## config.mk

```make
export PLATFORM = sky130hd
export DESIGN_NAME = ibt_top
export DESIGN_NICKNAME = d
export VERILOG_FILES = /design/src/shared/ibt_pkg.sv /design/src/hw/ibt_top.sv
export VERILOG_INCLUDE_DIRS = /design/src /design/src/shared
export SDC_FILE = /design/constraint.sdc
export NUM_CORES = 1
export LEC_CHECK = 0
export ABC_AREA = 1
export BUFFER_PORTS_ARGS = -buffer_cell sky130_fd_sc_hd__buf_2
export CORE_UTILIZATION = 45
export DETAILED_ROUTE_END_ITERATION = 6
export PLACE_DENSITY = 0.61
export SLEW_MARGIN = 25
export SYNTH_ARGS = -nofsm -noshare
export SYNTH_HDL_FRONTEND = slang
export SYNTH_SLANG_ARGS = --single-unit
```

## constraint.sdc

```tcl
create_clock -name aclk -period 6.5 [get_ports aclk]
set_clock_uncertainty 0.15 [all_clocks]
set_input_delay 0 -clock aclk [delete_from_list [all_inputs] [get_ports aclk]]
set_output_delay 0 -clock aclk [all_outputs]
set_load 0.05 [all_outputs]
```

## src/shared/ibt_defines.svh

```systemverilog
/*
  register offsets, field positions, reset values and timing counts of the
  inband code detector and error tally block.
  assumes byte addresses on a 32-bit AXI4-Lite bus, one register per word.
*/
`ifndef IBT_DEFINES_SVH
`define IBT_DEFINES_SVH

`define IBT_REG_IB_LEN   8'h00
`define IBT_REG_ACT_PAT  8'h04
`define IBT_REG_REL_PAT  8'h08
`define IBT_REG_LOOP     8'h0C
`define IBT_REG_STATUS_REG_ONE    8'h10
`define IBT_REG_IRQ_ST1  8'h14
`define IBT_REG_IRQ_MK1  8'h18
`define IBT_REG_EDGE     8'h1C
`define IBT_REG_TALLY    8'h20
`define IBT_REG_HOLD_HI  8'h24
`define IBT_REG_HOLD_LO  8'h28
`define IBT_REG_TMR_ST   8'h2C
`define IBT_REG_GCFG     8'h30
`define IBT_REG_IRQ_ST2  8'h34
`define IBT_REG_IRQ_MK2  8'h38
`define IBT_REG_RX_CFG   8'h3C
`define IBT_REG_MODE     8'h40

`define IBT_ACT_LEN_LSB  2
`define IBT_AUTO_LB_BIT  3
`define IBT_SEL_LSB      2
`define IBT_IND_LSB      5

`define IBT_BYTE_RST     8'h00
`define IBT_HOLD_RST     16'h0000
`define IBT_RESP_OKAY    2'b00
`define IBT_RESP_SLVERR  2'b10

`define IBT_CLK_HZ       200000000
`define IBT_SHORT_MS     40
`define IBT_E1_MS        30
`define IBT_AUTO_MS      5100
`define IBT_SEC_MS       1000
`define IBT_MS_CYC(ms)   ((ms) * (`IBT_CLK_HZ / 1000))
`define IBT_IB_MAXERR    8'd2

`endif

```

## src/shared/ibt_pkg.sv

```systemverilog
/*
  types shared by the inband code detector and error tally block.
  assumes nothing beyond a SystemVerilog compiler.
*/
package ibt_pkg;

  // line-side inputs, all on aclk; event fields are one-cycle strobes
  typedef struct packed {
    logic bit_valid;
    logic bit_data;
    logic from_tx;
    logic pattern_sync;
    logic pattern_err;
    logic line_ais;
    logic line_los;
    logic line_bipolar_violation;
    logic line_excess_zeros;
    logic system_bipolar_violation;
    logic system_excess_zeros;
    logic pos_slice;
    logic neg_slice;
    logic rclk;
    logic rx_neg_data;
  } ibt_line_t;

  typedef enum logic {IB_HUNT, IB_LOCK} ibt_ib_state_t;

endpackage

```

## src/hw/ibt_top.sv

```systemverilog
/*
  inband loopback code detection, 16-bit buffered error tally and receive
  indication pin selection, with an AXI4-Lite register slave.
  assumes the line data path runs on aclk and strobes one cycle per bit.
*/
// The register addresses and the AXI4-Lite register port were chosen for this implementation.
// Notes on behaviour
// RL1 - code lengths programmable per code, two bits each
// RL2 - eight-bit programmable activate and release patterns
// RL3 - code present while bit errors stay under 1e-2
// RL4 - manual mode: activate seen after 40 ms
// RL5 - manual: release after 40 ms, 30 ms E1
// RL6 - auto mode: both seen after 5.1 s
// RL7 - auto mode starts and ends remote/digital loopback
// RL8 - irq flag on rise or either edge
// RL9 - unmasked inband flag drives low interrupt
// RL10 - 16-bit tally counts selected error source
// RL11 - tx single rail: system violations not counted
// RL12 - tally buffered, mode bit picks auto/manual
// RL13 - auto mode: one-second timer triggers update
// RL14 - each second sets tick flag, maskable interrupt; the code sets the flag only while tally_cfg_r[1] selects auto update
// RL15 - update copies count, clears live counter
// RL16 - software reads holding within next second
// RL17 - full tally plus error sets overflow flag
// RL18 - manual: snapshot bit rising edge updates
// RL19 - software reads holding before next snapshot
// RL20 - indicator replaces rail or clock pin by mode
// RL21 - three-bit selector picks the indication
// RL22 - 000 sync with error dips, 111 loss
// RL23 - high holding is bits 15:8, low 7:0
`timescale 1ns/1ps
`default_nettype none
`include "ibt_defines.svh"

module ibt_ib_det #(
  parameter int unsigned SHORT_CYC  = 1,
  parameter int unsigned E1_CYC     = 1,
  parameter int unsigned AUTO_CYC   = 1,
  parameter bit          IS_RELEASE = 1'b0
) (
  input  wire logic       aclk,
  input  wire logic       aresetn,
  input  wire logic       bit_valid,
  input  wire logic       bit_data,
  input  wire logic       auto_en,
  input  wire logic       e1_mode,
  input  wire logic [7:0] code,
  input  wire logic [1:0] len_sel,
  output logic            seen
);
  import ibt_pkg::*;

  logic [7:0]    hist_r;
  logic [7:0]    win_r;
  logic [7:0]    errs_r;
  logic [31:0]   dur_r;
  logic [31:0]   limit;
  logic [3:0]    len;
  logic [7:0]    lmask;
  logic          miss;
  ibt_ib_state_t st_r;

  // length codes 0..3 give 5..8 bits; 3- and 4-bit codes are set as 6 and 8
  assign len   = 4'd5 + {2'b00, len_sel}; // RL1
  assign lmask = 8'hFF >> (4'd8 - len);
  // a repeating code means each bit equals the one a code length earlier
  assign miss  = bit_data != hist_r[3'(len - 4'd1)];
  assign limit = auto_en ? 32'(AUTO_CYC) : // RL6
                 (IS_RELEASE && e1_mode) ? 32'(E1_CYC) : 32'(SHORT_CYC); // RL5

  always_ff @(posedge aclk) begin
    if (!aresetn) begin
      hist_r <= 8'h00;
    end else if (bit_valid) begin
      hist_r <= {hist_r[6:0], bit_data};
    end
  end

  // 256-bit hopping window, more than two misses drops the lock
  always_ff @(posedge aclk) begin
    if (!aresetn) begin
      st_r   <= IB_HUNT;
      win_r  <= 8'h00;
      errs_r <= 8'h00;
    end else if (bit_valid) begin
      unique case (st_r)
        IB_HUNT: begin
          win_r  <= 8'h00;
          errs_r <= 8'h00;
          if ((hist_r & lmask) == (code & lmask)) begin // RL2
            st_r <= IB_LOCK;
          end
        end
        IB_LOCK: begin
          win_r <= win_r + 8'h01;
          if (miss && errs_r >= `IBT_IB_MAXERR) begin // RL3
            st_r <= IB_HUNT;
          end else if (win_r == 8'hFF) begin
            errs_r <= 8'(miss);
          end else if (miss) begin
            errs_r <= errs_r + 8'h01;
          end
        end
      endcase
    end
  end

  always_ff @(posedge aclk) begin
    if (!aresetn) begin
      dur_r <= 32'h0000_0000;
    end else if (st_r == IB_HUNT) begin
      dur_r <= 32'h0000_0000;
    end else if (dur_r != 32'hFFFF_FFFF) begin
      dur_r <= dur_r + 32'h0000_0001;
    end
  end

  always_ff @(posedge aclk) begin
    if (!aresetn) begin
      seen <= 1'b0;
    end else begin
      seen <= (st_r == IB_LOCK) && (dur_r > limit); // RL4
    end
  end

  AST_SEEN_LIMIT: assert property (@(posedge aclk) disable iff (!aresetn) // RL4
    $rose(seen) |-> $past(dur_r) > $past(limit) && $past(st_r) == IB_LOCK)
    else $error("code status set before its qualifying period");
endmodule

module ibt_top #(
  parameter int unsigned SHORT_CYC = `IBT_MS_CYC(`IBT_SHORT_MS),
  parameter int unsigned E1_CYC    = `IBT_MS_CYC(`IBT_E1_MS),
  parameter int unsigned AUTO_CYC  = `IBT_MS_CYC(`IBT_AUTO_MS),
  parameter int unsigned SEC_CYC   = `IBT_MS_CYC(`IBT_SEC_MS)
) (
  input  wire logic              aclk,
  input  wire logic              aresetn,
  input  wire logic              s_axi_awvalid,
  output logic                   s_axi_awready,
  input  wire logic [7:0]        s_axi_awaddr,
  input  wire logic              s_axi_wvalid,
  output logic                   s_axi_wready,
  input  wire logic [31:0]       s_axi_wdata,
  input  wire logic [3:0]        s_axi_wstrb,
  output logic                   s_axi_bvalid,
  input  wire logic              s_axi_bready,
  output logic [1:0]             s_axi_bresp,
  input  wire logic              s_axi_arvalid,
  output logic                   s_axi_arready,
  input  wire logic [7:0]        s_axi_araddr,
  output logic                   s_axi_rvalid,
  input  wire logic              s_axi_rready,
  output logic [31:0]            s_axi_rdata,
  output logic [1:0]             s_axi_rresp,
  input  wire ibt_pkg::ibt_line_t line_in,
  output logic                   remote_lb_en,
  output logic                   digital_lb_en,
  output logic                   irq_n,
  output logic                   rx_indicator_pin,
  output logic                   rx_negative_rail_pin,
  output logic                   rx_recovered_clock_pin
);
  import ibt_pkg::*;

  logic [7:0]  aw_addr_r;
  logic [7:0]  w_data_r;
  logic        w_strb_r;
  logic        aw_got_r;
  logic        w_got_r;
  logic        wr_hit;
  logic        wr_ok;
  logic [31:0] rd_data;
  logic [3:0]  len_r;
  logic [7:0]  act_pat_r;
  logic [7:0]  rel_pat_r;
  logic        auto_lb_r;
  logic [1:0]  ib_flag_r;
  logic [1:0]  ib_mask_r;
  logic        edge_sel_r;
  logic [4:0]  tally_cfg_r;
  logic        tick_flag_r;
  logic        tick_mask_r;
  logic        ovf_flag_r;
  logic        ovf_mask_r;
  logic [2:0]  ind_sel_r;
  logic [4:0]  mode_r;
  logic        act_seen;
  logic        rel_seen;
  logic        act_seen_d_r;
  logic        rel_seen_d_r;
  logic [1:0]  ib_set;
  logic [15:0] live_r;
  logic [15:0] hold_r;
  logic [31:0] sec_r;
  logic        tick_r;
  logic        snap_req;
  logic        update;
  logic        err_evt;
  logic        ind_nxt;

  // mode bits: 0 e1, 1 tx single rail, 2 rx single rail, 3 rx sliced
  function automatic logic mapped(input logic [7:0] a);
    mapped = (a[1:0] == 2'b00) && (a <= `IBT_REG_MODE);
  endfunction

  // write address and data are caught in either order; answer after both
  assign wr_hit = aw_got_r && w_got_r && !s_axi_bvalid;
  assign wr_ok  = wr_hit && w_strb_r && mapped(aw_addr_r);

  always_ff @(posedge aclk) begin
    if (!aresetn) begin
      s_axi_awready <= 1'b1;
      s_axi_wready  <= 1'b1;
      aw_got_r      <= 1'b0;
      w_got_r       <= 1'b0;
      aw_addr_r     <= 8'h00;
      w_data_r      <= 8'h00;
      w_strb_r      <= 1'b0;
      s_axi_bvalid  <= 1'b0;
      s_axi_bresp   <= `IBT_RESP_OKAY;
    end else begin
      if (s_axi_awvalid && s_axi_awready) begin
        aw_addr_r     <= s_axi_awaddr;
        aw_got_r      <= 1'b1;
        s_axi_awready <= 1'b0;
      end
      if (s_axi_wvalid && s_axi_wready) begin
        w_data_r     <= s_axi_wdata[7:0];
        w_strb_r     <= s_axi_wstrb[0];
        w_got_r      <= 1'b1;
        s_axi_wready <= 1'b0;
      end
      if (wr_hit) begin
        aw_got_r     <= 1'b0;
        w_got_r      <= 1'b0;
        s_axi_bvalid <= 1'b1;
        s_axi_bresp  <= mapped(aw_addr_r) ? `IBT_RESP_OKAY : `IBT_RESP_SLVERR;
      end
      if (s_axi_bvalid && s_axi_bready) begin
        s_axi_bvalid  <= 1'b0;
        s_axi_awready <= 1'b1;
        s_axi_wready  <= 1'b1;
      end
    end
  end

  always_comb begin
    rd_data = 32'h0000_0000;
    unique case (s_axi_araddr)
      `IBT_REG_IB_LEN:  rd_data[3:0] = len_r;
      `IBT_REG_ACT_PAT: rd_data[7:0] = act_pat_r;
      `IBT_REG_REL_PAT: rd_data[7:0] = rel_pat_r;
      `IBT_REG_LOOP:    rd_data[5:3] = {remote_lb_en, digital_lb_en, auto_lb_r};
      `IBT_REG_STATUS_REG_ONE:   rd_data[1:0] = {act_seen_d_r, rel_seen_d_r};
      `IBT_REG_IRQ_ST1: rd_data[1:0] = ib_flag_r;
      `IBT_REG_IRQ_MK1: rd_data[1:0] = ib_mask_r;
      `IBT_REG_EDGE:    rd_data[0]   = edge_sel_r;
      `IBT_REG_TALLY:   rd_data[4:0] = tally_cfg_r;
      `IBT_REG_HOLD_HI: rd_data[7:0] = hold_r[15:8]; // RL23
      `IBT_REG_HOLD_LO: rd_data[7:0] = hold_r[7:0]; // RL23
      `IBT_REG_TMR_ST:  rd_data[0]   = tick_flag_r;
      `IBT_REG_GCFG:    rd_data[0]   = tick_mask_r;
      `IBT_REG_IRQ_ST2: rd_data[0]   = ovf_flag_r;
      `IBT_REG_IRQ_MK2: rd_data[0]   = ovf_mask_r;
      `IBT_REG_RX_CFG:  rd_data[7:5] = ind_sel_r;
      `IBT_REG_MODE:    rd_data[4:0] = mode_r;
      default:          rd_data      = 32'h0000_0000;
    endcase
  end

  always_ff @(posedge aclk) begin
    if (!aresetn) begin
      s_axi_arready <= 1'b1;
      s_axi_rvalid  <= 1'b0;
      s_axi_rdata   <= 32'h0000_0000;
      s_axi_rresp   <= `IBT_RESP_OKAY;
    end else if (s_axi_arvalid && s_axi_arready) begin
      s_axi_arready <= 1'b0;
      s_axi_rvalid  <= 1'b1;
      s_axi_rdata   <= rd_data;
      s_axi_rresp   <= mapped(s_axi_araddr) ? `IBT_RESP_OKAY : `IBT_RESP_SLVERR;
    end else if (s_axi_rvalid && s_axi_rready) begin
      s_axi_rvalid  <= 1'b0;
      s_axi_arready <= 1'b1;
    end
  end

  // plain control registers
  always_ff @(posedge aclk) begin
    if (!aresetn) begin
      len_r       <= 4'h0;
      act_pat_r   <= `IBT_BYTE_RST;
      rel_pat_r   <= `IBT_BYTE_RST;
      auto_lb_r   <= 1'b0;
      ib_mask_r   <= 2'b00;
      edge_sel_r  <= 1'b0;
      tally_cfg_r <= 5'h00;
      tick_mask_r <= 1'b0;
      ovf_mask_r  <= 1'b0;
      ind_sel_r   <= 3'h0;
      mode_r      <= 5'h00;
    end else if (wr_ok) begin
      unique case (aw_addr_r)
        `IBT_REG_IB_LEN:  len_r       <= w_data_r[3:0];
        `IBT_REG_ACT_PAT: act_pat_r   <= w_data_r;
        `IBT_REG_REL_PAT: rel_pat_r   <= w_data_r;
        `IBT_REG_LOOP:    auto_lb_r   <= w_data_r[`IBT_AUTO_LB_BIT];
        `IBT_REG_IRQ_MK1: ib_mask_r   <= w_data_r[1:0];
        `IBT_REG_EDGE:    edge_sel_r  <= w_data_r[0];
        `IBT_REG_TALLY:   tally_cfg_r <= w_data_r[4:0];
        `IBT_REG_GCFG:    tick_mask_r <= w_data_r[0];
        `IBT_REG_IRQ_MK2: ovf_mask_r  <= w_data_r[0];
        `IBT_REG_RX_CFG:  ind_sel_r   <= w_data_r[`IBT_IND_LSB +: 3];
        `IBT_REG_MODE:    mode_r      <= w_data_r[4:0];
        default:          len_r       <= len_r;
      endcase
    end
  end

  ibt_ib_det #(
    .SHORT_CYC  (SHORT_CYC),
    .E1_CYC     (E1_CYC),
    .AUTO_CYC   (AUTO_CYC),
    .IS_RELEASE (1'b0)
  ) u_act (
    .aclk      (aclk),
    .aresetn   (aresetn),
    .bit_valid (line_in.bit_valid),
    .bit_data  (line_in.bit_data),
    .auto_en   (auto_lb_r),
    .e1_mode   (mode_r[0]),
    .code      (act_pat_r),
    .len_sel   (len_r[`IBT_ACT_LEN_LSB +: 2]),
    .seen      (act_seen)
  );

  ibt_ib_det #(
    .SHORT_CYC  (SHORT_CYC),
    .E1_CYC     (E1_CYC),
    .AUTO_CYC   (AUTO_CYC),
    .IS_RELEASE (1'b1)
  ) u_rel (
    .aclk      (aclk),
    .aresetn   (aresetn),
    .bit_valid (line_in.bit_valid),
    .bit_data  (line_in.bit_data),
    .auto_en   (auto_lb_r),
    .e1_mode   (mode_r[0]),
    .code      (rel_pat_r),
    .len_sel   (len_r[1:0]),
    .seen      (rel_seen)
  );

  // registered copies form the readable status and give the edge reference
  always_ff @(posedge aclk) begin
    if (!aresetn) begin
      act_seen_d_r <= 1'b0;
      rel_seen_d_r <= 1'b0;
    end else begin
      act_seen_d_r <= act_seen;
      rel_seen_d_r <= rel_seen;
    end
  end

  assign ib_set[1] = act_seen ? !act_seen_d_r : (edge_sel_r && act_seen_d_r); // RL8
  assign ib_set[0] = rel_seen ? !rel_seen_d_r : (edge_sel_r && rel_seen_d_r); // RL8

  // sticky flags: write one clears, a same-cycle set wins
  always_ff @(posedge aclk) begin
    if (!aresetn) begin
      ib_flag_r   <= 2'b00;
      tick_flag_r <= 1'b0;
      ovf_flag_r  <= 1'b0;
    end else begin
      ib_flag_r <= ib_set | (ib_flag_r &
                   ~((wr_ok && aw_addr_r == `IBT_REG_IRQ_ST1) ? w_data_r[1:0] : 2'b00)); // RL8
      tick_flag_r <= (tick_r && tally_cfg_r[1]) || (tick_flag_r && // RL14
                     !(wr_ok && aw_addr_r == `IBT_REG_TMR_ST && w_data_r[0]));
      ovf_flag_r <= (err_evt && !update && live_r == 16'hFFFF) || (ovf_flag_r && // RL17
                    !(wr_ok && aw_addr_r == `IBT_REG_IRQ_ST2 && w_data_r[0]));
    end
  end

  always_ff @(posedge aclk) begin
    if (!aresetn) begin
      irq_n <= 1'b1;
    end else begin
      irq_n <= !(|(ib_flag_r & ~ib_mask_r) || (tick_flag_r && !tick_mask_r) || // RL9
                 (ovf_flag_r && !ovf_mask_r)); // RL14
    end
  end

  // qualified codes switch loopback only in automatic mode
  always_ff @(posedge aclk) begin
    if (!aresetn) begin
      remote_lb_en  <= 1'b0;
      digital_lb_en <= 1'b0;
    end else if (auto_lb_r) begin
      if (act_seen && !act_seen_d_r) begin
        remote_lb_en  <= remote_lb_en || !line_in.from_tx; // RL7
        digital_lb_en <= digital_lb_en || line_in.from_tx; // RL7
      end else if (rel_seen && !rel_seen_d_r) begin
        remote_lb_en  <= remote_lb_en && line_in.from_tx; // RL7
        digital_lb_en <= digital_lb_en && !line_in.from_tx; // RL7
      end
    end
  end

  always_comb begin
    unique case (tally_cfg_r[`IBT_SEL_LSB +: 3]) // RL10
      3'h0: err_evt = line_in.line_bipolar_violation;
      3'h1: err_evt = line_in.line_excess_zeros;
      3'h2: err_evt = line_in.line_bipolar_violation || line_in.line_excess_zeros;
      3'h3: err_evt = line_in.system_bipolar_violation && !mode_r[1]; // RL11
      3'h4: err_evt = line_in.system_excess_zeros;
      3'h5: err_evt = (line_in.system_bipolar_violation || // RL11
                       line_in.system_excess_zeros) && !mode_r[1];
      3'h6: err_evt = line_in.pattern_err;
      default: err_evt = 1'b0;
    endcase
  end

  // the second timer runs freely; 32 bits covers any sane SEC_CYC
  always_ff @(posedge aclk) begin
    if (!aresetn) begin
      sec_r  <= 32'h0000_0000;
      tick_r <= 1'b0;
    end else begin
      tick_r <= sec_r == 32'(SEC_CYC - 1); // RL13
      sec_r  <= (sec_r == 32'(SEC_CYC - 1)) ? 32'h0000_0000 : sec_r + 32'h0000_0001;
    end
  end

  assign snap_req = wr_ok && aw_addr_r == `IBT_REG_TALLY && w_data_r[0] && !tally_cfg_r[0]; // RL18
  assign update   = tally_cfg_r[1] ? tick_r : snap_req; // RL12

  // an error landing on the update cycle opens the new interval, never lost
  always_ff @(posedge aclk) begin
    if (!aresetn) begin
      live_r <= `IBT_HOLD_RST;
      hold_r <= `IBT_HOLD_RST;
    end else if (update) begin
      hold_r <= live_r; // RL15
      live_r <= {15'h0000, err_evt}; // RL15
    end else if (err_evt && live_r != 16'hFFFF) begin
      live_r <= live_r + 16'h0001; // RL10
    end
  end

  always_comb begin
    unique case (ind_sel_r) // RL21
      3'h0: ind_nxt = line_in.pattern_sync && !line_in.pattern_err; // RL22
      3'h1: ind_nxt = line_in.line_ais;
      3'h2: ind_nxt = line_in.pos_slice ^ line_in.neg_slice;
      3'h3: ind_nxt = line_in.rclk;
      3'h4: ind_nxt = line_in.line_excess_zeros;
      3'h5: ind_nxt = line_in.line_bipolar_violation;
      3'h6: ind_nxt = line_in.line_excess_zeros || line_in.line_bipolar_violation;
      3'h7: ind_nxt = line_in.line_los; // RL22
    endcase
  end

  always_ff @(posedge aclk) begin
    if (!aresetn) begin
      rx_indicator_pin       <= 1'b0;
      rx_negative_rail_pin   <= 1'b0;
      rx_recovered_clock_pin <= 1'b0;
    end else begin
      rx_indicator_pin       <= ind_nxt;
      rx_negative_rail_pin   <= mode_r[2] ? ind_nxt : line_in.rx_neg_data; // RL20
      rx_recovered_clock_pin <= mode_r[3] ? ind_nxt : line_in.rclk; // RL20
    end
  end

  AST_IB_FLAG: assert property (@(posedge aclk) disable iff (!aresetn) // RL8
    $rose(act_seen) |=> ib_flag_r[1] [*2])
    else $error("activate flag missed a rising status");
  AST_IRQ_LOW: assert property (@(posedge aclk) disable iff (!aresetn) // RL9
    |(ib_flag_r & ~ib_mask_r) |=> !irq_n)
    else $error("unmasked inband flag did not pull irq_n low");
  AST_SNAP: assert property (@(posedge aclk) disable iff (!aresetn) // RL18
    snap_req && !tally_cfg_r[1] |=> hold_r == $past(live_r) && live_r <= 16'h0001)
    else $error("manual snapshot did not move the count");
  AST_TICK: assert property (@(posedge aclk) disable iff (!aresetn) // RL13
    tick_r && tally_cfg_r[1] |=> tick_flag_r && hold_r == $past(live_r))
    else $error("second expiry did not update the tally");
  AST_OVF: assert property (@(posedge aclk) disable iff (!aresetn) // RL17
    live_r == 16'hFFFF && err_evt && !update |=> ovf_flag_r && live_r == 16'hFFFF)
    else $error("overflow not flagged");
  AST_TX_SR: assert property (@(posedge aclk) disable iff (!aresetn) // RL11
    mode_r[1] && tally_cfg_r[4:2] == 3'h3 && !update |=> $stable(live_r))
    else $error("system violation counted in single rail");
  AST_COUNT: assert property (@(posedge aclk) disable iff (!aresetn) // RL10
    err_evt && !update && live_r != 16'hFFFF |=> live_r == $past(live_r) + 16'h0001)
    else $error("selected error was not counted");
  AST_LOS_PIN: assert property (@(posedge aclk) disable iff (!aresetn) // RL22
    ind_sel_r == 3'h7 |=> rx_indicator_pin == $past(line_in.line_los))
    else $error("indicator does not follow line loss");
  AST_REMOTE_LB: assert property (@(posedge aclk) disable iff (!aresetn) // RL7
    auto_lb_r && $rose(act_seen) && !line_in.from_tx |=> remote_lb_en)
    else $error("remote loopback not started");
endmodule

`default_nettype wire

```

Word-level counts from Yosys, hierarchy flattened. Cells that the tools add are included. Widths: inputs -> output; s select.

Input port bits: 74. Flip-flop bits (word level): 268.

$lt $le $gt $ge: 8. Multiplexer cells: 50. Reductions and logical operators: 91. Eq/ne operators: 57. Add/sub/neg operators: 14. Shifts and indexed selects: 2. Bitwise gates (word level): 13.

Operators with widths (number): $eq 8x6->1 const B (14); $add 32x1->32 const B (3); $gt 32x32->1 (2); $ne 32x32->1 const B (2); $pmux 8 s2 (4); $eq 8x5->1 const B (7); $mux 8 (6); $logic_and 1x1->1 (40); $add 8x1->8 const B (4); $and 8x8->8 (4); $eq 32x28->1 const B (1); $eq 8x4->1 const B (4); $mux 32 (1); $mux 30 (1); $reduce_and 2->1 (14); $mux 22 (1); $eq 3x3->1 const B (7); $mux 1 (21); $pmux 1 s7 (3); $add 16x1->16 const B (1); $eq 16x16->1 const B (1); $eq 8x3->1 const B (2); $eq 8x7->1 const B (2); $eq 8x8->1 (2); 35 further kinds (88).

Logic depth before layout (Yosys ltp). Gate-level depths: netlist of the first run.

Depth after elaboration: 12. Gate-level depth with buffers: 15. Mapped depth without buffers: 15.

Hierarchy. Synthesis of the first run repeated with hierarchy kept, for this count alone.

Cell total of the unflattened synthesis: 2179. Area total of the unflattened synthesis: 14674.1 µm².

Modules (own cells, without submodules): ibt_top (seq. area each 3002.9 µm², area an instance 7504.7 µm², cells each 1115, times used 1); ibt_ib_det at u_rel (seq. area each 1161.1 µm², area an instance 3622.2 µm², cells each 534, times used 1); ibt_ib_det at u_act (seq. area each 1161.1 µm², area an instance 3547.2 µm², cells each 530, times used 1).

Least setup slack after synthesis of the first run. Ideal clock, no wire load.

Path type: reg2reg. Start: register auto_lb_r. End: register u_rel.seen. Library setup time: 122 ps. Buffers on the path: 1. Setup slack: 4345 ps. Arrival time: 1883 ps. Cell stages (with the launch flop): 10. Data required time: 6228 ps. Period minus slack after synthesis: 2155 ps. Cell sequence: dfxtp_1 clkbuf_1 inv_1 ha_1 a21oi_1 nor2_1 a211oi_1 o31ai_1 o21ai_0 a21oi_1.

Word-level cells in the longest chain between the ends: 3.

Ends and longest elaborated chain: start, declared (line ibt_top.sv:177) `logic auto_lb_r;`; start signal, assigned (line ibt_top.sv:308) `` `IBT_REG_LOOP: auto_lb_r <= w_data_r[`IBT_AUTO_LB_BIT]; ``; $mux 32 (line ibt_top.sv:68) `assign limit = auto_en ? 32'(AUTO_CYC) :`; $gt 32x32->1 (line ibt_top.sv:122) `seen <= (st_r == IB_LOCK) && (dur_r > limit);`; $logic_and 1x1->1 (line ibt_top.sv:122); end signal, assigned (line ibt_top.sv:122); end, declared (line ibt_top.sv:49) `output logic seen`.

Every way passes these cells. A chain may end at the register's enable or synchronous reset.

Final worst setup path of the first run.
Start: register len_r[2]. End: register u_act.errs_r[1].

Word-level cells in the longest chain between the ends: 8.

Ends and longest elaborated chain: start, declared (line ibt_top.sv:174) `logic [3:0] len_r;`; start signal, assigned (line ibt_top.sv:305) `` `IBT_REG_IB_LEN: len_r <= w_data_r[3:0]; ``; start signal, assigned (line ibt_top.sv:316) `default: len_r <= len_r;`; $add 3x2->4 (*) (line ibt_top.sv:64) `assign len = 4'd5 + {2'b00, len_sel};`; $sub 3x1->3 (*) (line ibt_top.sv:67) `assign miss = bit_data != hist_r[3'(len - 4'd1)];`; $bmux 1 s3 (*) (line ibt_top.sv:67); $mux 1 (not written as such) (*) (line ibt_top.sv:67); $ne 1x1->1 (*) (line ibt_top.sv:67); $logic_and 1x1->1 (no line); $ne 2x2->1 (no line); $reduce_and 3->1 (no line) (*); end signal, assigned (line ibt_top.sv:99) `errs_r <= 8'(miss);`; end signal, assigned (line ibt_top.sv:101) `errs_r <= errs_r + 8'h01;`; end, declared (line ibt_top.sv:55) `logic [7:0] errs_r;`.

Every way passes the cells marked *; elsewhere a longest branch is shown, timed or not. The select of a mux whose other input is x is not followed.

==> impl.org, run 1 <==
** Power and ir drop
- The clock network accounts for between 40% and 50% of the total power.
- For this design the ratio of total power to cell area is approximately 230 nW/um^2.
- Peak supply drop :: ~0.00021 V
- Net Sw Power :: 0.899 mW
- Power Total :: roughly 3.7 mW
- Switching portion of total power :: between 20 and 25%
- Combinational share of power :: about 7.6%
- P_int :: 2.76 mW
- For this design the static power due to leakage is 6.77 nW.
- Portion of total power attributed to sequential cells :: between 40 and 50%

** Synth
- In the synthesized netlist the dominant register cell turns out to be sky130_fd_sc_hd__dfxtp_1.
- Counting flops and latches in the post-synthesis netlist gives 258.
- The mapped netlist covers 13,800 um^2.
- Avg Inst Size Synth :: a little under 7 um^2
- Count of distinct cell types in the synthesized netlist :: 55
- Sequential element share of the synthesized area :: a little under two fifths
- Gate count of the mapped netlist :: 2,001
- Fraction of registers with async set/reset :: 0%
- The synthesized design contains 0 enable-type register cells.
- Yosys printed 0 warnings.

** STA
- Setup repair after global routing left no endpoint under its margin.
- Number of max-slew violations in the final report :: 0
- The number of hold violations in the final report was 0.
- Worst Hold Margin :: about 0.078 ns
- Setup-failing EPs final :: 0
- Max Freq :: roughly 0.34 GHz
- The worst pin sits at a relative slew slack of roughly 46%.
- After layout, the minimum clock period comes to 2.91 ns.
- Summed negative setup slack over all endpoints :: 0 ns
- Pin slew with the least headroom to its limit :: 0.815 ns
- Dividing the final minimum period by the clock period gives between 40 and 50%.

** Global route
- The number of antenna violations at the first check in global routing is 0.
- Global-route usage over all layers :: between 20% and 30%
- The via count of the first global-routing pass came to around 12,000.
- Maximum number of pins on one net before global-route repair :: 88
- Wire length of the first global-routing pass :: 60,200 um
- The total overflow left after global routing is 0.

** Critical path
- The critical path in this run is classified as flop to flop.
- Register-to-register path setup slack :: 3.59 ns
- Measured in cells, the most critical reg-to-reg path has a length of 13.
- STA classifies the critical path startpoint as a flop.
- Critical path required time :: roughly 6.8 ns
- STA puts the critical path data arrival time at 3.22 ns.
- Reg-to-Reg Start :: len_r[2]
- The worst register-to-register path ends at u_act.errs_r[1].
- Endpoint class of the critical path :: flop
- In this run the worst path has a maximum fanout of 10.

** Routing
- Dividing the detail-routed wire length by the instance count gives approximately 14 um.
- Number of remaining DRC errors :: 0
- The detailed router finished its first iteration with 838 violations.
- The first detailed-routing pass took 6 iterations.
- The routed design has around 36,000 um of wire.
- Count of vias placed by the detailed router :: ~13,000
- The count of nets left with antenna violations once routing finished came out at 0.
- Average vias per placed instance :: between 5 and 6

** Clock tree
- Resized Gates After CTS :: 0
- Maximum level of the CTS H-tree :: 1
- CTS Sinks :: 258
- TritonCTS built the clock tree.
- CTS Root Buffer Type :: sky130_fd_sc_hd__clkbuf_16
- Buffers inserted to repair hold after CTS numbered 56.
- In this run the deepest clock path goes through 3 buffers.
- Post-CTS setup buffer count :: 0
- Source-to-sink clock delay at the later pin of the worst-skew pair :: between 0.5 and 0.6 ns
- After clock tree synthesis, the clock-pin slew on the worst setup and hold paths is roughly 0.060 ns.
- Counting the buffers created by CTS gives 30.

** Cells and area
- Leaving out filler cells and counting taps, the final layout contains 2,529.
- Diode insertion count for antenna repair :: 0
- Once layout is complete, the utilization of the core stands at 53.3%.
- In the final layout, the share of cells above drive strength 1 is just under 8%.
- Relative to the synthesized area, the layout overhead comes to 15.6%.
- Final-stage net count :: ~2,200

** Die
- In this run the vertical extent of the chip is about 180 um.
- The floorplan has 63 rows.
- Chip Width :: between 150 and 200 um
- Full die area :: between 30,000 and 40,000 um^2
- During I/O placement, the number of pins put on the boundary was between 100 and 150.
- Effective utilization at floorplan :: a little under half
- In this run the standard cell core region covers between 20,000 and 30,000 um^2.

** Placement
- Summed over all nets, the half-perimeter wirelength after detailed placement is around 27,000 um.
- After detailed placement, the design holds a cell count of between 2,000 and 2,500.
- Gpl congestion :: roughly 0.93
- Total of buffers placed on input and output ports :: 67

** Min path
- The worst hold path begins at s_axi_araddr[1].
- Hold Crit Class :: primary input to flop
- The worst hold path terminates at s_axi_rdata[3].
- Worst hold stages :: 10

** Run status
- The run finished with clean final reports.

** Run
- Max-capacitance violation count :: 0
[stage by stage]
step                      setup WS [ns]  cell area (um^2)
final                              3.59             16000
after floorplan                    4.35             13900
after global routing               3.31             16000
after global placement             3.68             14400
after CTS                          3.54             16000
after detailed placement           3.60             14400
[cells in the final DEF (no fill, tap or decap), types with 47 or more instances in the layout]
| cell type | count |
|---|---|
| sky130_fd_sc_hd__a21oi_1 | 148 |
| sky130_fd_sc_hd__o21ai_0 | 146 |
| sky130_fd_sc_hd__dlygate4sd3_1 | 56 |
| sky130_fd_sc_hd__ha_1 | 47 |
| sky130_fd_sc_hd__nor3_1 | 72 |
| sky130_fd_sc_hd__buf_2 | 67 |
| sky130_fd_sc_hd__nor2_1 | 247 |
| sky130_fd_sc_hd__inv_1 | 267 |
| sky130_fd_sc_hd__dfxtp_1 | 258 |
| sky130_fd_sc_hd__nand3_1 | 105 |
| sky130_fd_sc_hd__nand2_1 | 376 |
[power groups by stage]
stage	clock, mW	sequential [mW]	combinational, mW
4_1_cts	1.78	1.64	0.278
2_1_floorplan	0	1.69	0.172
5_1_grt	1.85	1.64	0.309
6_report	1.75	1.64	0.279
3_3_place_gp	0	1.67	0.247
3_5_place_dp	0	1.67	0.249
[layer usage]
layer  track usage (%)  wire, um  vias to the layer above
met5                 0         0                        -
met4              6.72       916                        0
met3              2.64      1790                       62
met2              37.7     16200                      327
met1              32.6     17400                     5981
li1                  -         -                     6745
[synth_stat cells, types with 21 or more instances]
cell type	n	area (um^2)
sky130_fd_sc_hd__buf_4	30	225
sky130_fd_sc_hd__xor2_1	43	377
sky130_fd_sc_hd__o21ai_0	146	731
sky130_fd_sc_hd__a21oi_1	148	741
sky130_fd_sc_hd__nor3_1	72	360
sky130_fd_sc_hd__clkbuf_1	21	78.8
sky130_fd_sc_hd__ha_1	47	588
sky130_fd_sc_hd__xnor2_1	21	184
sky130_fd_sc_hd__nor2_1	247	927
sky130_fd_sc_hd__nand4_1	46	288
sky130_fd_sc_hd__nand2_1	377	1420
sky130_fd_sc_hd__nand3_1	105	526
sky130_fd_sc_hd__inv_1	267	1000
sky130_fd_sc_hd__dfxtp_1	258	5160
[critical path: stages (launching register included)]
cell and delay [ns]:
sky130_fd_sc_hd__dfxtp_1 0.40, sky130_fd_sc_hd__inv_1 0.14, sky130_fd_sc_hd__ha_1 0.35, sky130_fd_sc_hd__nand2_1 0.10, sky130_fd_sc_hd__inv_1 0.05, sky130_fd_sc_hd__a22oi_1 0.21, sky130_fd_sc_hd__nand3_1 0.16, sky130_fd_sc_hd__nand2_1 0.11
sky130_fd_sc_hd__nand3_1 0.11, sky130_fd_sc_hd__nand3_2 0.08, sky130_fd_sc_hd__dlygate4sd3_1 0.75, sky130_fd_sc_hd__nand2_1 0.08, sky130_fd_sc_hd__nand2_1 0.07, sky130_fd_sc_hd__nor2_1 0.03
[logic make-up (layout without fill, tap and decap cells)]
family,Yosys count,after routing,synth area share [%]
compound gates,362,362,14.0
xor+xnor,64,64,4.06
fa+ha+maj,47,47,4.26
buf+inv,343,456,10.4
flops,258,258,37.4
other cells,1,26,0.0271
simple gates,926,926,29.9
[how the worst max path moves through the flow]
stage | from | endpoint | slack, ns | depth (start not counted)
6_report | len_r[2] | u_act.errs_r[1] | 3.59 | 13
5_1_grt | auto_lb_r | u_act.seen | 3.31 | 9
4_1_cts | auto_lb_r | u_act.seen | 3.54 | 8
3_5_place_dp | auto_lb_r | u_act.seen | 3.60 | 8
3_3_place_gp | auto_lb_r | u_act.seen | 3.68 | 9
2_1_floorplan | auto_lb_r | u_rel.seen | 4.35 | 9
[area by class of cell]
cell class | count | area (um^2)
timing repair buffer | 126 | 918
fill | 3024 | 14000
inverter | 277 | 1040
tap | 390 | 488
clock inverter | 10 | 154
multi-input combinational | 1425 | 7320
clock buffer | 43 | 890
sequential | 258 | 5160
[flip-flops by register name, indices dropped and copies added, names as in the netlist, 2 cells and up, named ones only]
register      flops
act_pat_r         8
aw_addr_r         8
hold_r           16
ib_flag_r         2
ib_mask_r         2
ind_sel_r         3
len_r             4
live_r           16
mode_r            5
rel_pat_r         8
s_axi_rdata       8
sec_r            32
tally_cfg_r       5
u_act.dur_r      32
u_act.errs_r      8
u_act.hist_r      8
u_act.win_r       8
u_rel.dur_r      32
u_rel.errs_r      8
u_rel.win_r       8
w_data_r          8
(Power assumes the default switching activity.)
==> run 2, diff against run 1 <==
Settings changed: ABC_AREA 1 to 0, PLACE_DENSITY 0.61 to 0.64.
Clock period 6.5 ns to 2.4 ns, I/O delays scaled along.
==> run 2 against run 1 <==
Die area is 2.6% lower. Area after synthesis is 2.6% lower. Non-clock buffer count rose by 74. Sequential share of layout area is 0.26 points lower. Largest power group unchanged. Cell count fell by 15%. Wire length fell by 3.3%.
==> impl.org, run 2 <==
** Critical path
- Startpoint type of the worst setup path :: flop
- The worst setup path is captured at a flop.
- The critical path is of the flop to flop type.
- At the worst endpoint, the required time is ~2.7 ns.
- The worst register-to-register path has a depth of 8.
- For the worst setup path, the data arrival time is around 2.6 ns.
- Largest fanout on the critical path :: 4

** STA
- The clock period could shrink to 2.30 ns.
- Max Freq :: between 0.4 and 0.5 GHz
- Fin crit share :: 96.0%
- Setup-failing EPs final :: 0
- The number of hold violations in the final report is 0.
- Hold timing on the final database bottoms out at a slack of just over 0.01 ns.
- Number of max-slew violations in the final report :: 0
- Slew headroom :: 55.5%
- Pin slew with the least headroom to its limit :: ~0.67 ns
- Setup slack of the critical path after layout :: between 0.09 and 0.1 ns

** Die
- In this run the vertical extent of the chip is ~170 um.
- Row generation in the floorplan step produced just over 60 rows.
- Full die area :: slightly above 30,000 um^2
- Effective utilization at floorplan :: 46.3%
- Number of placed I/O pins :: 121
- The die is about 170 um wide.
- The region available for standard cell placement spans 29,100 um^2.

** Global route
- Vias in the first global route :: around 12,000
- Entering global routing, the biggest net connects 41 pins.
- In the global route stage, met3 resource usage came out at under 10%.
- Global routing used a little under a third of the available met1 tracks.
- The first global-routing pass estimated between 50,000 and 60,000 um of wire.
- Met2 usage in global routing :: approximately 39%
- The number of antenna violations at the first check in global routing came to 0.
- The layer flagged by global routing as most heavily used is met2.
- Global routing used between 20% and 30% of the available tracks.
- Remaining global-route overflow :: 0

** Clock tree
- In this run the deepest clock path goes through 3 buffers.
- Source-to-sink clock delay at the later pin of the worst-skew pair :: between 0.5 and 0.6 ns
- CTS tree :: yes
- Counting every sink on the clock net gives 258.
- CTS Root Buffer Type :: sky130_fd_sc_hd__clkbuf_16
- In this run the number of H-tree levels came out at 1.
- Clock-pin slew was measured on the worst setup and hold paths at 0.06 ns.
- The number of clock buffers added by TritonCTS is 30.

** Run status
- Result of the run :: finished, final reports clean

** Synth
- Synthesized-area fraction occupied by ao, oa, aoi and oai cells :: between 10% and 20%
- The synthesized netlist devotes 26.0% of its cell area to simple gates.
- By area the synthesized netlist is led by sky130_fd_sc_hd__dfxtp_1 38%, sky130_fd_sc_hd__mux2i_1 4.8%, sky130_fd_sc_hd__nand2_1 4.7%, sky130_fd_sc_hd__nor2_1 4.5%, sky130_fd_sc_hd__ha_1 4.4%.
- Counting flops with a built-in enable in the synthesized netlist gives 0.
- Warning count from the yosys run :: 0
- The synthesized netlist occupies a cell area of roughly 13,000 um^2.
- By instance count, the leading cell after synthesis is sky130_fd_sc_hd__dfxtp_1.
- Of the total synthesized cell area, the portion taken by XOR and XNOR cells is 5.25%.
- After synthesis, the mean cell area works out to ~8.4 um^2.
- Synthesis inferred between 200 and 300 register bits.
- Summing the sequential cell areas from Yosys gives a little under two fifths of the chip area.
- The synthesized design devotes to its leading area cell type between 30% and 40% of total area.
- By count the netlist is led by 258 x sky130_fd_sc_hd__dfxtp_1, 170 x sky130_fd_sc_hd__nand2_1, 163 x sky130_fd_sc_hd__nor2_1.
- After synthesis, the share of cell area in mux cells is under 10%.
- Largest family of logic cells by synthesized area :: simple AND/OR/NAND/NOR gates
- After synthesis, the share of flip-flops with an asynchronous set or reset is 0%.
- Synthesis instantiated 82 different standard cells from the library.
- Top cell type by total area after synthesis :: sky130_fd_sc_hd__dfxtp_1
- Gate count of the mapped netlist :: between 1,500 and 2,000
- In the synthesized netlist the dominant register cell turns out to be sky130_fd_sc_hd__dfxtp_1.
- Of the total synthesized cell area, the portion taken by full adders, half adders and majority gates is about 4.4%.

** Routing
- Total wirelength of the detailed-routed design :: between 30,000 and 40,000 um
- Number of remaining DRC errors :: 0
- After detailed routing, the average wire length per cell comes to roughly 16 um.
- First-pass DRT Iterations :: 6
- In this run, the number of DRC markers left after iteration 0 of detailed routing was roughly 690.
- Once detail routing completed, the nets flagged for antenna violations numbered 0.
- Count of vias placed by the detailed router :: 12,060
- Average vias per placed instance :: 5.61

** Placement
- The congestion estimate from routability-driven global placement came to around 0.88.
- Once placement finished, the instance area stood at between 10,000 and 15,000 um^2.
- The wire-length estimate of the detail-placed layout is ~24,000 um.
- OpenSTA, run right after detailed placement, puts the worst setup slack at -0.0521 ns.
- Total of buffers placed on input and output ports :: 67
- After detailed placement, the design holds a cell count of 2,029.

** Cells and area
- Relative to the synthesized area, the layout overhead comes to 19.8%.
- In the layout the commonest cells are 255 x sky130_fd_sc_hd__dfxtp_1, 170 x sky130_fd_sc_hd__nand2_1, 162 x sky130_fd_sc_hd__nor2_1.
- Final-stage net count :: around 1,900
- Non-Filler Cell Area, Final :: 16,100 um^2
- Diode insertion count for antenna repair :: 0
- FILL cells :: approximately 2,600
- The post-route netlist has ~13% of its cells at a drive strength greater than 1.
- Most common cell after layout, fill and taps aside :: sky130_fd_sc_hd__dfxtp_1
- The count of cells in the finished layout, fillers not included, comes to 2,151.
- Biggest registers after layout :: sec_r x32, u_act.dur_r x32, u_rel.dur_r x32

** Power and ir drop
- The analysis attributes to cell leakage a power of about 6.2 nW.
- Power density normalized to cell area :: a little over 600 nW/um^2
- The worst-case IR drop observed on VDD is a little over 0.0006 V.
- Summing internal, switching and leakage power gives a little under 10 mW.

** Min path
- Hold Crit Class :: primary input to flop
- Worst hold stages :: 6

** Run
- Across the run, the number of max-cap violations was 0.
-- run 2: final timing paths --
kind,to,start,slack [ns]
worst min register to register,u_act.errs_r[7],u_act.errs_r[7],0.28
worst max register to register,u_act.errs_r[0],len_r[3],0.1
worst max-delay path,u_act.errs_r[0],len_r[3],0.1
worst min-delay path,live_r[1],line_in[5],0.01
-- run 2: stage by stage --
stage	utilization, %	TNS, ns
global route	55.4	-0.0160
finish	55.4	0
CTS	55.1	0
global placement	49.3	0
detailed placement	49.3	-0.157
floorplan	-	0
-- run 2: what timing repair did --
| item | 4_1_cts | 5_1_grt |
|---|---|---|
| endpoints found under the hold margin | 88 | 0 |
| buffers inserted | 0 | 2 |
| pin swaps | 0 | 2 |
| endpoints found under the setup margin | 5 | 13 |
| hold buffers | 65 | 0 |
| gates resized for setup | 2 | 11 |
-- run 2: area by class of cell --
type                            count  area (um^2)  share of cell area, %
Clock inverter                     17          200                   1.24
Inverter                           42          163                   1.01
Multi-Input combinational cell   1212         7760                   48.2
Tap cell                          384          480                   2.98
Sequential cell                   258         5170                   32.1
Clock buffer                       38          841                   5.22
Timing Repair Buffer              200         1500                   9.29
-- run 2: power by group --
part | switching, mW | internal, mW | total (mW)
combinational | 0.493 | 0.255 | 0.748
clock | 1.85 | 2.90 | 4.74
sequential | 0.0762 | 4.35 | 4.42
total | 2.42 | 7.50 | 9.91
-- run 2: cell families (layout without fill, tap and decap cells) --
| family | count (synthesis) | in the layout |
|---|---|---|
| flops | 258 | 258 |
| compound gates | 315 | 315 |
| xor+xnor | 79 | 79 |
| buf+inv | 151 | 297 |
| simple gates | 673 | 673 |
| mux | 72 | 72 |
| fa+ha+maj | 47 | 47 |
| other cells | 1 | 26 |
-- run 2: worst max-delay path: stages, from the launching register on --
cell	delay, ns
sky130_fd_sc_hd__dfxtp_1	0.34
sky130_fd_sc_hd__inv_2	0.06
sky130_fd_sc_hd__ha_4	0.27
sky130_fd_sc_hd__mux4_2	0.57
sky130_fd_sc_hd__xnor2_4	0.17
sky130_fd_sc_hd__buf_4	0.16
sky130_fd_sc_hd__nor3_1	0.18
sky130_fd_sc_hd__a21oi_1	0.06
sky130_fd_sc_hd__a41o_1	0.23
-- run 2: routing by layer --
metal / share of wire [%] / vias to the layer above
li1: - / 5994
met1: 45 / 5699
met2: 47 / 317
met3: 4.6 / 50
met4: 2.7 / 0
met5: 0 / -
